**config.mk**
```make
export PLATFORM = sky130hd
export DESIGN_NAME = ssel_selector
export DESIGN_NICKNAME = d
export VERILOG_FILES = /design/src/rtl/ssel_pkg.sv /design/src/rtl/ssel_seg_file.sv /design/src/rtl/ssel_offset_add.sv /design/src/rtl/ssel_selector.sv
export VERILOG_INCLUDE_DIRS = /design/src /design/src/rtl
export SDC_FILE = /design/constraint.sdc
export NUM_CORES = 1
export LEC_CHECK = 0
export ABC_AREA = 1
export ABC_CLOCK_PERIOD_IN_PS = 2500
export BUFFER_PORTS_ARGS = -buffer_cell sky130_fd_sc_hd__clkbuf_2
export CAP_MARGIN = 30
export CORE_MARGIN = 2
export CORE_UTILIZATION = 50
export CTS_CLUSTER_DIAMETER = 120
export DETAILED_ROUTE_END_ITERATION = 7
export PLACE_DENSITY = 0.73
export SYNTH_ARGS = -nofsm -noshare
export SYNTH_HDL_FRONTEND = slang
export SYNTH_HIERARCHICAL = 1
export SYNTH_SLANG_ARGS = --single-unit
```
**constraint.sdc**
```tcl
create_clock -name clk_in -period 2.5 [get_ports clk_in]
set_input_delay 0.125 -clock clk_in [delete_from_list [all_inputs] [get_ports clk_in]]
set_output_delay 0.125 -clock clk_in [all_outputs]
set_load 0.05 [all_outputs]
```
**src/rtl/ssel_params.svh**
```systemverilog
/*
  Constants for the segment register selector: segment codes, reset
  selector values, field widths and reset values of the output stage.
  Assumes inclusion by bare name from rtl/ files only.
*/
`ifndef SSEL_PARAMS_SVH
`define SSEL_PARAMS_SVH

`define SSEL_SEG_W        2
`define SSEL_WORD_W       16
`define SSEL_DISP8_W      8
`define SSEL_SEG_EXTRA    2'h0
`define SSEL_SEG_CODE     2'h1
`define SSEL_SEG_STACK    2'h2
`define SSEL_SEG_DATA     2'h3
`define SSEL_RST_CODE_SEL 16'hf000
`define SSEL_RST_SEL      16'h0000
`define SSEL_RST_OFFSET   16'h0000
`define SSEL_SEG_COUNT    4

`endif

```
**src/rtl/ssel_pkg.sv**
```systemverilog
/*
  Types for the segment register selector.
  Assumes ssel_params.svh is compiled alongside.
*/
`default_nettype none

package ssel_pkg;

   // ----------------------------------------
   // Reference kinds from the decoder
   // ----------------------------------------
   typedef enum logic [2:0] {
      SSEL_REF_NONE,
      SSEL_REF_PREFETCH,
      SSEL_REF_STACK,
      SSEL_REF_DATA,
      SSEL_REF_STRING_DST
   } ssel_ref_t;

   typedef logic [1:0]  ssel_seg_t;
   typedef logic [15:0] ssel_word_t;

endpackage

`default_nettype wire

```
**src/rtl/ssel_seg_file.sv**
```systemverilog
/*
  Four-entry segment register file, one write port, one read port
  with registered read data and write data forwarded to the read.
  Assumes a single clock and the core reset.
*/
`include "ssel_params.svh"
`default_nettype none

module ssel_seg_file (
   input  wire logic             clk_in,
   input  wire logic             rstn_in,
   input  wire logic             ce_in,
   input  wire logic             wr_en_in,
   input  wire ssel_pkg::ssel_seg_t wr_seg_in,
   input  wire ssel_pkg::ssel_word_t wr_sel_in,
   input  wire ssel_pkg::ssel_seg_t rd_seg_in,
   output logic [15:0]           rd_sel_out
);

   ssel_pkg::ssel_word_t seg_mem [`SSEL_SEG_COUNT];

   // ----------------------------------------
   // Selector storage
   // ----------------------------------------
   always_ff @(posedge clk_in or negedge rstn_in) begin
      if (!rstn_in) begin
         seg_mem[0] <= `SSEL_RST_SEL;
         seg_mem[1] <= `SSEL_RST_CODE_SEL;
         seg_mem[2] <= `SSEL_RST_SEL;
         seg_mem[3] <= `SSEL_RST_SEL;
      end else if (ce_in && wr_en_in) begin
         seg_mem[wr_seg_in] <= wr_sel_in;
      end
   end

   // ----------------------------------------
   // Registered read, write data forwarded
   // ----------------------------------------
   always_ff @(posedge clk_in or negedge rstn_in) begin
      if (!rstn_in) begin
         rd_sel_out <= `SSEL_RST_SEL;
      end else if (ce_in) begin
         if (wr_en_in && wr_seg_in == rd_seg_in) begin
            rd_sel_out <= wr_sel_in;
         end else begin
            rd_sel_out <= seg_mem[rd_seg_in];
         end
      end
   end

endmodule

`default_nettype wire

```
**src/rtl/ssel_offset_add.sv**
```systemverilog
/*
  Sixteen-bit offset adder: displacement, base and index.
  Assumes operands are valid in the cycle they are presented.
*/
`include "ssel_params.svh"
`default_nettype none

module ssel_offset_add (
   input  wire logic             clk_in,
   input  wire logic             rstn_in,
   input  wire logic             ce_in,
   input  wire logic [15:0]      disp_in,
   input  wire logic             disp_short_in,
   input  wire logic [15:0]      base_in,
   input  wire logic             use_base_in,
   input  wire logic [15:0]      index_in,
   input  wire logic             use_index_in,
   output logic [15:0]           offset_out
);

   // ----------------------------------------
   // Sign extension of a short displacement
   // ----------------------------------------
   function automatic logic [15:0] sext8(input logic [7:0] v);
      sext8 = {{8{v[7]}}, v};
   endfunction

   logic [15:0] disp_ext;
   logic [15:0] next_offset;

   always_comb begin
      disp_ext    = disp_short_in ? sext8(disp_in[7:0]) : disp_in;
      next_offset = disp_ext
                  + (use_base_in  ? base_in  : 16'h0000)
                  + (use_index_in ? index_in : 16'h0000);
   end

   always_ff @(posedge clk_in or negedge rstn_in) begin
      if (!rstn_in) begin
         offset_out <= `SSEL_RST_OFFSET;
      end else if (ce_in) begin
         offset_out <= next_offset;
      end
   end

endmodule

`default_nettype wire

```
**src/rtl/ssel_selector.sv**
```systemverilog
/*
  Segment register selector: picks the segment register for each
  memory reference and presents selector, offset and segment code.
  Assumes the decoder presents one reference per enabled cycle.
*/
`include "ssel_params.svh"
`default_nettype none

// Behaviour
// Offset sixteen bits, segment up to 64K
// Address is selector plus offset pair
// Selector comes from a segment register
// Prefetch always uses code segment
// Stack pushes and pops use stack segment; the code lets override_in replace it
// Base pointer base defaults to stack
// Other data references use data segment
// String destination uses extra segment; the code lets override_in replace it
// Override prefix replaces the default choice
// Equal selectors in segments work fine
// Only four segments; reload to reach others
// Offset sum sixteen bits, carry dropped
// Eight-bit displacement sign-extended first
// Two-bit segment code same cycle
module ssel_selector (
   input  wire logic              clk_in,
   input  wire logic              rstn_in,
   input  wire logic              ce_in,
   input  wire logic              ref_valid_in,
   input  wire ssel_pkg::ssel_ref_t ref_kind_in,
   input  wire logic              base_is_bp_in,
   input  wire logic              override_in,
   input  wire ssel_pkg::ssel_seg_t override_seg_in,
   input  wire logic [15:0]       disp_in,
   input  wire logic              disp_short_in,
   input  wire logic [15:0]       base_in,
   input  wire logic              use_base_in,
   input  wire logic [15:0]       index_in,
   input  wire logic              use_index_in,
   input  wire logic              load_en_in,
   input  wire ssel_pkg::ssel_seg_t load_seg_in,
   input  wire logic [15:0]       load_sel_in,
   output logic [1:0]             seg_code_out,
   output logic                   seg_code_valid_out,
   output logic [15:0]            sel_out,
   output logic [15:0]            offset_out,
   output logic                   addr_valid_out
);

   ssel_pkg::ssel_seg_t next_seg;
   ssel_pkg::ssel_seg_t code_q;
   logic                valid_q;

   // ----------------------------------------
   // Default choice by reference kind
   // ----------------------------------------
   function automatic ssel_pkg::ssel_seg_t default_seg(input ssel_pkg::ssel_ref_t k, input logic bp);
      case (k)
         ssel_pkg::SSEL_REF_PREFETCH:   default_seg = `SSEL_SEG_CODE;
         ssel_pkg::SSEL_REF_STACK:      default_seg = `SSEL_SEG_STACK;
         ssel_pkg::SSEL_REF_STRING_DST: default_seg = `SSEL_SEG_EXTRA;
         default: begin
            if (bp) begin
               default_seg = `SSEL_SEG_STACK;
            end else begin
               default_seg = `SSEL_SEG_DATA;
            end
         end
      endcase
   endfunction

   always_comb begin
      next_seg = default_seg(ref_kind_in, base_is_bp_in);
      if (override_in && ref_kind_in != ssel_pkg::SSEL_REF_PREFETCH) begin
         next_seg = override_seg_in;
      end
   end

   // ----------------------------------------
   // Segment code for the address path
   // ----------------------------------------
   always_ff @(posedge clk_in or negedge rstn_in) begin
      if (!rstn_in) begin
         code_q  <= `SSEL_SEG_CODE;
         valid_q <= 1'b0;
      end else if (ce_in) begin
         code_q  <= next_seg;
         valid_q <= ref_valid_in && ref_kind_in != ssel_pkg::SSEL_REF_NONE;
      end
   end

   always_comb begin
      seg_code_out       = code_q;
      seg_code_valid_out = valid_q;
      addr_valid_out     = valid_q;
   end

   // ----------------------------------------
   // Selector storage and offset
   // ----------------------------------------
   // Each register holds its own copy, so equal selectors need nothing special
   ssel_seg_file u_seg_file (
      .clk_in    (clk_in),
      .rstn_in   (rstn_in),
      .ce_in     (ce_in),
      .wr_en_in  (load_en_in),
      .wr_seg_in (load_seg_in),
      .wr_sel_in (load_sel_in),
      .rd_seg_in (next_seg),
      .rd_sel_out(sel_out)
   );

   ssel_offset_add u_offset (
      .clk_in       (clk_in),
      .rstn_in      (rstn_in),
      .ce_in        (ce_in),
      .disp_in      (disp_in),
      .disp_short_in(disp_short_in),
      .base_in      (base_in),
      .use_base_in  (use_base_in),
      .index_in     (index_in),
      .use_index_in (use_index_in),
      .offset_out   (offset_out)
   );

endmodule

`default_nettype wire

```
==> metrics, run 1 <==
cell breakdown of the critical path clkbuf_2 -> nand2_1 -> fa_1 -> inv_1 -> ha_1 -> inv_1 -> fa_1 -> inv_1 -> nand3_1 -> nand3_1 -> nand3_1 -> nand3_1 -> nand2_1 -> nand3_1 -> nand2_1; initial antenna violation count 0; Mapped Nets 941; Max Clk Rate 495.5 MHz; die height 113.4 um; H-tree Lvls 3; Syn Area/Cell 7.213 um^2; Clk Latency, worst-skew pair 0.35 ns; slowest CP cell fa_1; wirelength, routed 14520 um; Unique masters post-synth 31; Post-CTS Setup Bufs 0; actual slew at the worst max-slew pin 0.6574 ns; Critical Path Most Common Cell nand3_1; die area 12870 um^2; starting density of the core 51.77%; Crit. End Element flip-flop; P&R area growth vs syn 16.91%; Std-Cell Core Area 11560 um^2; #FFs+latches synth 99; max cap viols 0; CTS tree yes; vias in the first global route 5177; via count 5479; final setup violation count 0; GR Overflow Total 0; Rel. slew slack 56.12%; drt first-iter violations 403; ANT cells 0; failing checks hold timing; Die X-Extent 113.4 um; VDD IR-drop max 0.4231 mV; Final Hold Vio Count 1; sequential cell area fraction in the yosys report 41.48%; Post-Syn Area 5987 um^2; pins over their slew limit 0; Hold WS -0.0006643 ns; clock skew 0.007635 ns; top cell type's share of synthesized area 39.29%; HPWL Detailed 9868 um; Gate Count Post-Synth 830; Arrival @ worst endpoint 2.25 ns; pwr/cell area 773.3 nW/um^2; # IOs 117; RSZ-0062 raised after global routing false; port bufs 116; proportion of layout cells with a drive suffix above 1 18.00%; CP max stage delay 0.45 ns; HP Class in -> reg; num rows 39; Tot GR Track Use 23.57%; Fin Setup TNS 0 ns; Clock Path Buffers 2; Num CTS Buffers 9; Startpoint Class input port; CTS clock-pin slew for the worst setup and hold paths 0.07 ns; global-route wire length before repair 24520 um; status complete, but fails checks; final instance area 6999 um^2; CP required 2.73 ns; Synth area leader dfrtp_1; post-layout net count 1045; placed instance area 6668 um^2; DRT Pass-1 Iters 5; Final Critical Period 2.018 ns; RePlAce Congestion 0.8877; maximum fanout along the worst path 8; largest net degree at the start of global routing 55; clk root buf clkbuf_16; clock sinks 99; synth warn 6; leading post-synthesis cells by cell area dfrtp_1 (39%), nand2_1 (21%), nand3_1 (7.5%), inv_1 (5.7%), fa_1 (5.4%); Crit Path Category in -> reg; Routed Antenna Nets 0; Tcrit/Tclk final 80.72%; fillers 1089; WL per Instance 13.42 um; Vias/cell 5.064; Leakage 3.975 nW; # DRC 0
## what timing repair did
item	4_1_cts	5_1_grt
endpoints found under the hold margin	44	0
hold buffers	1	0
gates resized for setup	0	0
## per-stage QoR
stage | util [%] | instances | hold WS, ns | power (mW) | setup slack [ns]
2_1_floorplan | - | 830 | -0.1706 | 3.470 | 0.1001
4_1_cts | 60.52 | 1082 | 0.0001336 | 5.441 | 0.4875
5_1_grt | 60.52 | 1082 | 0.01356 | 5.742 | 0.2746
6_report | 60.52 | 1082 | -0.0006643 | 5.412 | 0.4819
3_3_place_gp | 57.65 | 1065 | 0.1747 | 3.925 | 0.2012
3_5_place_dp | 57.65 | 1065 | 0.1764 | 3.956 | 0.1309
## per-layer routing
metal	track usage, %	up-vias	wire length (um)
met2	39.28	157	6760
met1	33.72	2517	6980
met4	5.366	0	124
met5	0	-	0
met3	2.338	10	650
li1	-	2795	-
## synth_stat cells, drive strengths merged
master / n
inv: 99
fa: 16
or2: 2
nor3: 4
xnor2: 2
a21boi: 1
dfrtp: 94
dfstp: 5
clkbuf: 12
o21ai: 55
buf: 24
nand3b: 3
nand4: 2
nand2: 339
nor2: 34
a21oi: 31
ha: 14
nand3: 93
## report_power, final
group          internal [mW]  total [mW]  switching, mW
sequential              1.93        2.12          0.181
combinational          0.552        1.83           1.27
clock                  0.825        1.47          0.647
## state kept, by name, summed over array words and instances (netlist names)
name                   cells
u_seg_file/rd_sel_out     16
addr_valid_out             1
u_seg_file/seg_mem        64
u_offset/offset_out       16
seg_code_out               2
## final timing paths
path	cells past startpoint	end	slack, ns	startpoint
worst max-delay path	15	u_offset/offset_out[13]	0.48	use_index_in
worst min-delay path	3	addr_valid_out	-0.0007	ref_valid_in
max in group asynchronous	3	u_seg_file/seg_mem[45]	1.42	rstn_in
worst min register to register	2	seg_code_out[0]	0.47	seg_code_out[0]
min in group asynchronous	2	seg_code_out[1]	0.34	rstn_in
worst max register to register	6	u_seg_file/rd_sel_out[15]	1.48	u_seg_file/seg_mem[47]
## area by class of cell
cell class,instances,area [um^2],area share (%)
multi-input cells,596,2945,42.08
clock buffers,10,239.0,3.414
clock inverters,6,82.58,1.180
well taps,143,178.9,2.556
flip-flops and latches,99,2484,35.48
repair buffers,129,695.7,9.939
inverters,99,374.1,5.345
## worst max-delay path: cells and delay by family
family,cells,cell delay (ns)
buf+inv,4,0.44
fa+ha+maj,3,1.00
simple gates,8,0.69
## placed cells by master, fill, tap and decap left out, types with 2 or more instances in the layout
cell type and instances:
o21ai_0 41, nor3_2 2, or2_1 2, dfrtp_1 94
nand2_2 3, o21ai_1 14, inv_1 91, buf_4 12
a21oi_1 31, inv_2 7, nand3_2 3, nand2_1 335
dfstp_2 5, ha_1 14, clkbuf_16 9, nand3_1 90
nand4_1 2, nand3b_1 3, clkbuf_2 115, fa_1 16
nor2_1 32, xnor2_1 2
## logic make-up (layout without fill, tap and decap cells)
kind of cell               Yosys count  in the layout  share of synthesized area, %
adders and majority gates           30             30                         8.276
DFF                                 99             99                         41.48
buffers and inverters              135            244                         9.321
AOI/OAI and AO/OA                   87             87                         7.315
and+or+nand+nor                    477            477                         33.31
xor gates and xnor gates             2              2                        0.2926
(Power assumes the default switching activity.)
==> inputs of run 2 (changes only) <==
Settings changed: ABC_AREA 1 to 0, ABC_CLOCK_PERIOD_IN_PS 2500 to 1600, PLACE_DENSITY 0.73 to 0.77.
Clock period 2.5 ns to 1.6 ns, I/O delays scaled along.
==> run 2 against run 1 <==
  * Global-route usage fell by 1.1 points
  * The run ends with setup timing left
  * Wire length decreased by 7.2%
  * Critical path depth shrank 3
  * Combinational power increased by 110%
  * Highest routed layer unchanged
  * Sequential share of layout area shrank 2.3 points
==> metrics, run 2 <==
fillers 781 (-28%); die height 109.7 um (-3.3%); H-tree Lvls 3 (unchanged); synth warn 6 (unchanged); ys flop type dfrtp_1; Largest register FFs 64 (unchanged); Final Hold Vio Count 0 (-1); max cap viols 0 (unchanged); initial antenna violation count 0 (unchanged); ANT cells 0 (unchanged); # DRC 0 (unchanged); DP Cell Count 739 (-31%); Tot GR Track Use 22.52% (-1.1 points); largest reg by FF count u_seg_file/seg_mem; CP delay by family, top compound AO/OA/AOI/OAI gates; Synth area leader dfrtp_1; starting density of the core 51.32% (-0.45 points); pins over their slew limit 0 (unchanged); GR Overflow Total 0 (unchanged); global-route wire length before repair 20700 um (-16%); number of synthesized flops with an enable pin 0 (unchanged); Rel. slew slack 70.00% (+14 points); CTS clock-pin slew for the worst setup and hold paths 0.10 ns (+0.03 ns); RePlAce Congestion 0.7978 (-10%); maximum fanout along the worst path 7 (-1); Syn Area/Cell 12.67 um^2 (+76%); clk root buf clkbuf_8; Post-Syn Area 5588 um^2 (-6.7%); vias in the first global route 4531 (-12%); CP max stage delay 0.57 ns (+0.12 ns); CP Launch Point use_base_in; Num CTS Buffers 9 (unchanged); Std-Cell Core Area 10890 um^2 (-5.9%); Critical Path Most Common Cell o21a_1; Clk Latency, worst-skew pair 0.36 ns (about the same); #FFs+latches synth 99 (unchanged); Unique masters post-synth 52 (+68%); Final Critical Period 2.185 ns; port bufs 116 (unchanged); sequential cell area fraction in the yosys report 44.45% (+3.0 points); Routed Antenna Nets 0 (unchanged); num rows 38 (-2.6%); # IOs 117 (unchanged); Crit. End Element flip-flop; FFs w/ async S/R, synth 100.0% (unchanged); failing checks setup timing; most common cell after layout, fill and taps aside clkbuf_2; Hold WS 0.01174 ns (+0.01240 ns); P&R area growth vs syn 33.81%; Clock Path Buffers 2 (unchanged); top cells by count, synth dfrtp_1 (94), mux2_2 (71), nand2_1 (34); most frequent cells in the layout clkbuf_2 (112), dfrtp_1 (94), mux2_2 (66); Startpoint Class input port; top cell type's share of synthesized area 42.10% (+2.8 points); fin worst setup slack -0.5845 ns (-1.066 ns); Mapped Nets 552 (-41%); final instance area 7477 um^2 (+6.8%); slowest CP cell fa_2; Crit Path Category in -> reg; cell breakdown of the critical path clkbuf_16 -> and2_4 -> fa_2 -> buf_6 -> ha_4 -> a21o_1 -> nand4_1 -> a21boi_2 -> buf_4 -> o21a_1 -> o21a_1 -> o31ai_1; largest net degree at the start of global routing 41 (-25%); via count 4232 (-23%); post-layout net count 735 (-30%); clock sinks 99 (unchanged); die area 12040 um^2 (-6.4%); reg-to-reg startpoint u_seg_file/seg_mem[32]; placed instance area 6928 um^2 (+3.9%); most frequent cell after synthesis dfrtp_1; CTS tree yes; actual slew at the worst max-slew pin 0.4500 ns (-0.2074 ns); VDD IR-drop max 0.6417 mV (+52%); Hold Crit Start ref_valid_in; Vias/cell 5.503 (+8.7%); number of buffers and inverters on the critical path 3 (-1); Max Clk Rate 457.8 MHz; Die X-Extent 109.7 um (-3.3%); final setup violation count 13 (+13); leading post-synthesis cells by cell area dfrtp_1 (42%), mux2_2 (14%), fa_1 (5.7%), mux4_2 (5.2%), ha_1 (3.1%); drt first-iter violations 268 (-33%); CP required 1.86 ns (-0.87 ns); wirelength, routed 13470 um (-7.2%); HPWL Detailed 9861 um (about the same); DP Worst Slack -1.110 ns (-1.241 ns); pwr/cell area 1182 nW/um^2 (+53%); Gate Count Post-Synth 441 (-47%); Leakage 3.547 nW (-11%); post-route insts no fill 769 (-29%); HP Class in -> reg; Arrival @ worst endpoint 2.44 ns (+0.19 ns); proportion of layout cells with a drive suffix above 1 57.71% (+40 points); Tcrit/Tclk final 136.5%; clock skew 0.005861 ns (-0.001773 ns); Fin Setup TNS -5.530 ns (-5.530 ns); status complete, but fails checks; RSZ-0062 raised after global routing true; WL per Instance 17.51 um (+31%); DRT Pass-1 Iters 4 (-1); biggest regs u_seg_file/seg_mem x64, u_offset/offset_out x16, u_seg_file/rd_sel_out x16
-- run 2: final timing paths --
check	to	cells after the start	slack (ns)
max	u_offset/offset_out[8]	12	-0.58
min	addr_valid_out	3	0.01
max reg2reg	u_seg_file/rd_sel_out[0]	2	0.25
min reg2reg	u_seg_file/seg_mem[48]	1	0.50
max in group asynchronous	u_seg_file/seg_mem[45]	3	0.76
min in group asynchronous	u_seg_file/seg_mem[19]	2	0.21
-- run 2: worst register-to-register path: cells and delay by family (launching register included) --
kind	cells	cell delay, ns
flops	1	0.39
mux	1	0.54
compound gates	1	0.31
-- run 2: final cells by class --
| type | instances | area (um^2) | share of cell area, % |
|---|---|---|---|
| Clock buffer | 11 | 131.4 | 1.757 |
| Clock inverter | 5 | 36.28 | 0.4853 |
| Inverter | 25 | 93.84 | 1.255 |
| Multi-Input combinational cell | 295 | 3197 | 42.75 |
| Sequential cell | 99 | 2484 | 33.22 |
| Tap cell | 140 | 175.2 | 2.343 |
| Timing Repair Buffer | 194 | 1360 | 18.19 |
-- run 2: power breakdown --
part	total (mW)	internal (mW)	switching, mW	leakage (nW)
Sequential	3.49	3.14	0.348	1.18
Combinational	3.90	1.73	2.17	2.27
Clock	1.44	0.577	0.868	0.0881
-- run 2: cell families after synthesis --
kind of cell	after synthesis	synth area share (%)
and+or+nand+nor	86	8.464
adders and majority gates	30	8.867
DFF	99	44.45
buffers and inverters	47	4.165
muxes	90	21.70
AOI/OAI and AO/OA	74	9.874
xor gates and xnor gates	15	2.486
-- run 2: stage by stage --
stage	total power, mW	utilization, %
floorplan	5.983	-
global placement	6.974	63.63
finish	8.835	68.67
global route	9.281	68.67
CTS	8.650	66.48
detailed placement	7.124	63.63
-- run 2: repair_timing --
item / CTS / global route
setup buffers: 3 / 8
pin swaps: 15 / 25
setup endpoints to repair: 13 / 14
hold buffers: 3 / 0
endpoints found under the hold margin: 37 / 0
resized for setup: 19 / 40
-- run 2: per-layer routing --
layer  vias to the layer above  share of wire [%]  GRT usage [%]
met5                         -                  0              0
met4                         0                2.5          9.222
li1                       1951                  -              -
met1                      2136                 41          27.10
met2                       118                 52          40.08
met3                        27                4.2          3.675
==> inputs of run 3 (changes only) <==
Settings changed: CELL_PAD_IN_SITES_DETAIL_PLACEMENT from default to 1, CELL_PAD_IN_SITES_GLOBAL_PLACEMENT from default to 1, CORE_UTILIZATION 50 to 40, PLACE_DENSITY 0.77 to default, PLACE_DENSITY_LB_ADDON from default to 0.1.
==> run 3 against run 2 <==
  * The run still ends with setup timing left
  * Sequential share of layout area fell by 1.3 points
  * Largest cell class unchanged
  * Highest routed layer unchanged
  * Total power rose by 10%
  * Non-clock buffer count rose by 6
  * Clock skew rose by 0.0024 ns
==> metrics, run 3 (synthesis gave the netlist of run 2 again) <==
reg-to-reg startpoint u_seg_file/seg_mem[19]; fin worst setup slack -0.6613 ns (-0.07676 ns); port bufs 116 (unchanged); starting density of the core 40.57% (-11 points); Max Clk Rate 442.2 MHz (-3.4%); die area 14930 um^2 (+24%); CP Launch Point disp_short_in; max cap viols 0 (unchanged); Critical Path Sink u_offset/offset_out[14]; clk root buf clkbuf_16; wirelength, routed 15950 um (+18%); RePlAce Congestion 0.8056 (+0.98%); Critical Path Most Common Cell a21o_1; GR Overflow Total 0 (unchanged); die height 122.2 um (+11%); HPWL Detailed 11740 um (+19%); largest reg by FF count u_seg_file/seg_mem; proportion of layout cells with a drive suffix above 1 60.16% (+2.4 points); # IOs 117 (unchanged); num rows 43 (+13%); HP Class in -> reg; # DRC 0 (unchanged); number of buffers and inverters on the critical path 2 (-1); Routed Antenna Nets 0 (unchanged); DP Worst Slack -1.069 ns (+0.04026 ns); VDD IR-drop max 0.8210 mV (+28%); H-tree Lvls 3 (unchanged); P&R area growth vs syn 39.07%; Crit. End Element flip-flop; Std-Cell Core Area 13770 um^2 (+27%); CTS clock-pin slew for the worst setup and hold paths 0.07 ns (-0.03 ns); CTS tree yes; Critical Path Stages 12 (unchanged); Startpoint Class input port; pins over their slew limit 0 (unchanged); reg-to-reg critical path endpoint u_seg_file/rd_sel_out[3]; maximum fanout along the worst path 7 (unchanged); clock sinks 99 (unchanged); reg2reg path depth 2 (unchanged); met2 Resource Use GR 39.32% (-0.76 points); pwr/cell area 1253 nW/um^2 (+6.1%); actual slew at the worst max-slew pin 0.4845 ns (+0.03448 ns); Arrival @ worst endpoint 2.50 ns (+0.06 ns); slowest CP cell fa_1; CP delay by family, top compound AO/OA/AOI/OAI gates; final setup violation count 13 (unchanged); Vias/cell 5.222 (-5.1%); post-layout net count 741 (+0.82%); biggest regs u_seg_file/seg_mem x64, u_offset/offset_out x16, u_seg_file/rd_sel_out x16; WL per Instance 19.57 um (+12%); most frequent cells in the layout clkbuf_2 (111), dfrtp_1 (94), buf_4 (67); most common cell after layout, fill and taps aside clkbuf_2; Tot GR Track Use 22.82% (+0.29 points); R2R setup slack 0.28 ns (+0.03 ns); Final Hold Vio Count 0 (unchanged); busiest grt layer met2; RSZ-0062 raised after global routing true; CP max stage delay 0.44 ns (-0.13 ns); Tcrit/Tclk final 141.3% (+4.8 points); routing usage on met1 29.46% (+2.4 points); Clk Latency, worst-skew pair 0.36 ns (about the same); GR Layer Usage met3 4.213% (+0.54 points); drt first-iter violations 148 (-45%); cell breakdown of the critical path buf_8 -> and2_4 -> a21oi_2 -> fa_1 -> inv_2 -> ha_4 -> a21o_1 -> a21o_1 -> a221o_1 -> a31o_1 -> xor2_1 -> mux2_4; via count 4256 (+0.57%); Clock Path Buffers 2 (unchanged); Final Critical Period 2.261 ns (+0.07676 ns); status complete, but fails checks; largest net degree at the start of global routing 32 (-22%); Num CTS Buffers 9 (unchanged); clock skew 0.008286 ns (+0.002425 ns); Leakage 3.649 nW (+2.9%); ANT cells 0 (unchanged); Hold WS 0.01390 ns (+0.002162 ns); global-route wire length before repair 25800 um (+25%); Largest register FFs 64 (unchanged); initial antenna violation count 0 (unchanged); Crit Path Category in -> reg; Rel. slew slack 67.67% (-2.3 points); DRT Pass-1 Iters 4 (unchanged); Final Core Density 56.42% (-12 points); vias in the first global route 4844 (+6.9%); CP required 1.84 ns (-0.02 ns); failing checks setup timing; Die X-Extent 122.2 um (+11%)
[run 3: stage by stage]
step                cells  TNS (ns)  power (mW)  area [um^2]
floorplan             441    -6.886       5.983         5779
global route          815    -6.912       10.25         7771
detailed placement    783    -16.71       7.242         7033
CTS                   812    -5.744       9.733         7650
global placement      783    -15.22       7.077         7033
finish                815    -5.911       9.740         7771
[run 3: worst reg2reg max path: stages (launching register included)]
cell and delay [ns]:
dfrtp_1 0.38, mux4_1 0.51, a221o_1 0.31
[run 3: metal layers]
metal | share of wire, % | up-vias
li1 | - | 1973
met1 | 44 | 2178
met2 | 51 | 88
met3 | 3.4 | 17
met4 | 1.5 | 0
met5 | 0 | -
[run 3: timing repair]
action / in CTS / in global routing
hold buffers: 1 / 0
setup buffers: 12 / 3
gates cloned: 1 / 0
resized for setup: 44 / 25
hold endpoints to repair: 27 / 0
pin swaps: 27 / 20
endpoints found under the setup margin: 17 / 26
[run 3: worst min-delay path by stage]
stage,startpoint,endpoint,slack [ns],depth (start not counted)
after floorplan,rstn_in,addr_valid_out,-0.22,0
after global placement,rstn_in,u_seg_file/rd_sel_out[3],0.04,1
after CTS,load_sel_in[12],u_seg_file/rd_sel_out[12],0.005,2
after global routing,load_sel_in[8],u_seg_file/seg_mem[40],0.02,2
final,load_sel_in[6],u_seg_file/rd_sel_out[6],0.01,2
after detailed placement,rstn_in,u_seg_file/rd_sel_out[3],0.06,1
[run 3: layout make-up]
cell class                      count  area (um^2)
Fill cell                        1437         6002
Multi-Input combinational cell    295         3226
Sequential cell                    99         2484
Timing Repair Buffer              200         1440
Clock buffer                       10        229.0
Tap cell                          180        225.2
Inverter                           25        96.34
Clock inverter                      6        71.32
[run 3: power by group]
part / internal, mW / switching [mW] / total, mW / leakage (nW)
sequential: 3.15 / 0.362 / 3.51 / 1.18
combinational: 1.76 / 2.22 / 3.98 / 2.32
clock: 1.23 / 1.02 / 2.25 / 0.145
total: 6.14 / 3.60 / 9.74 / 3.65
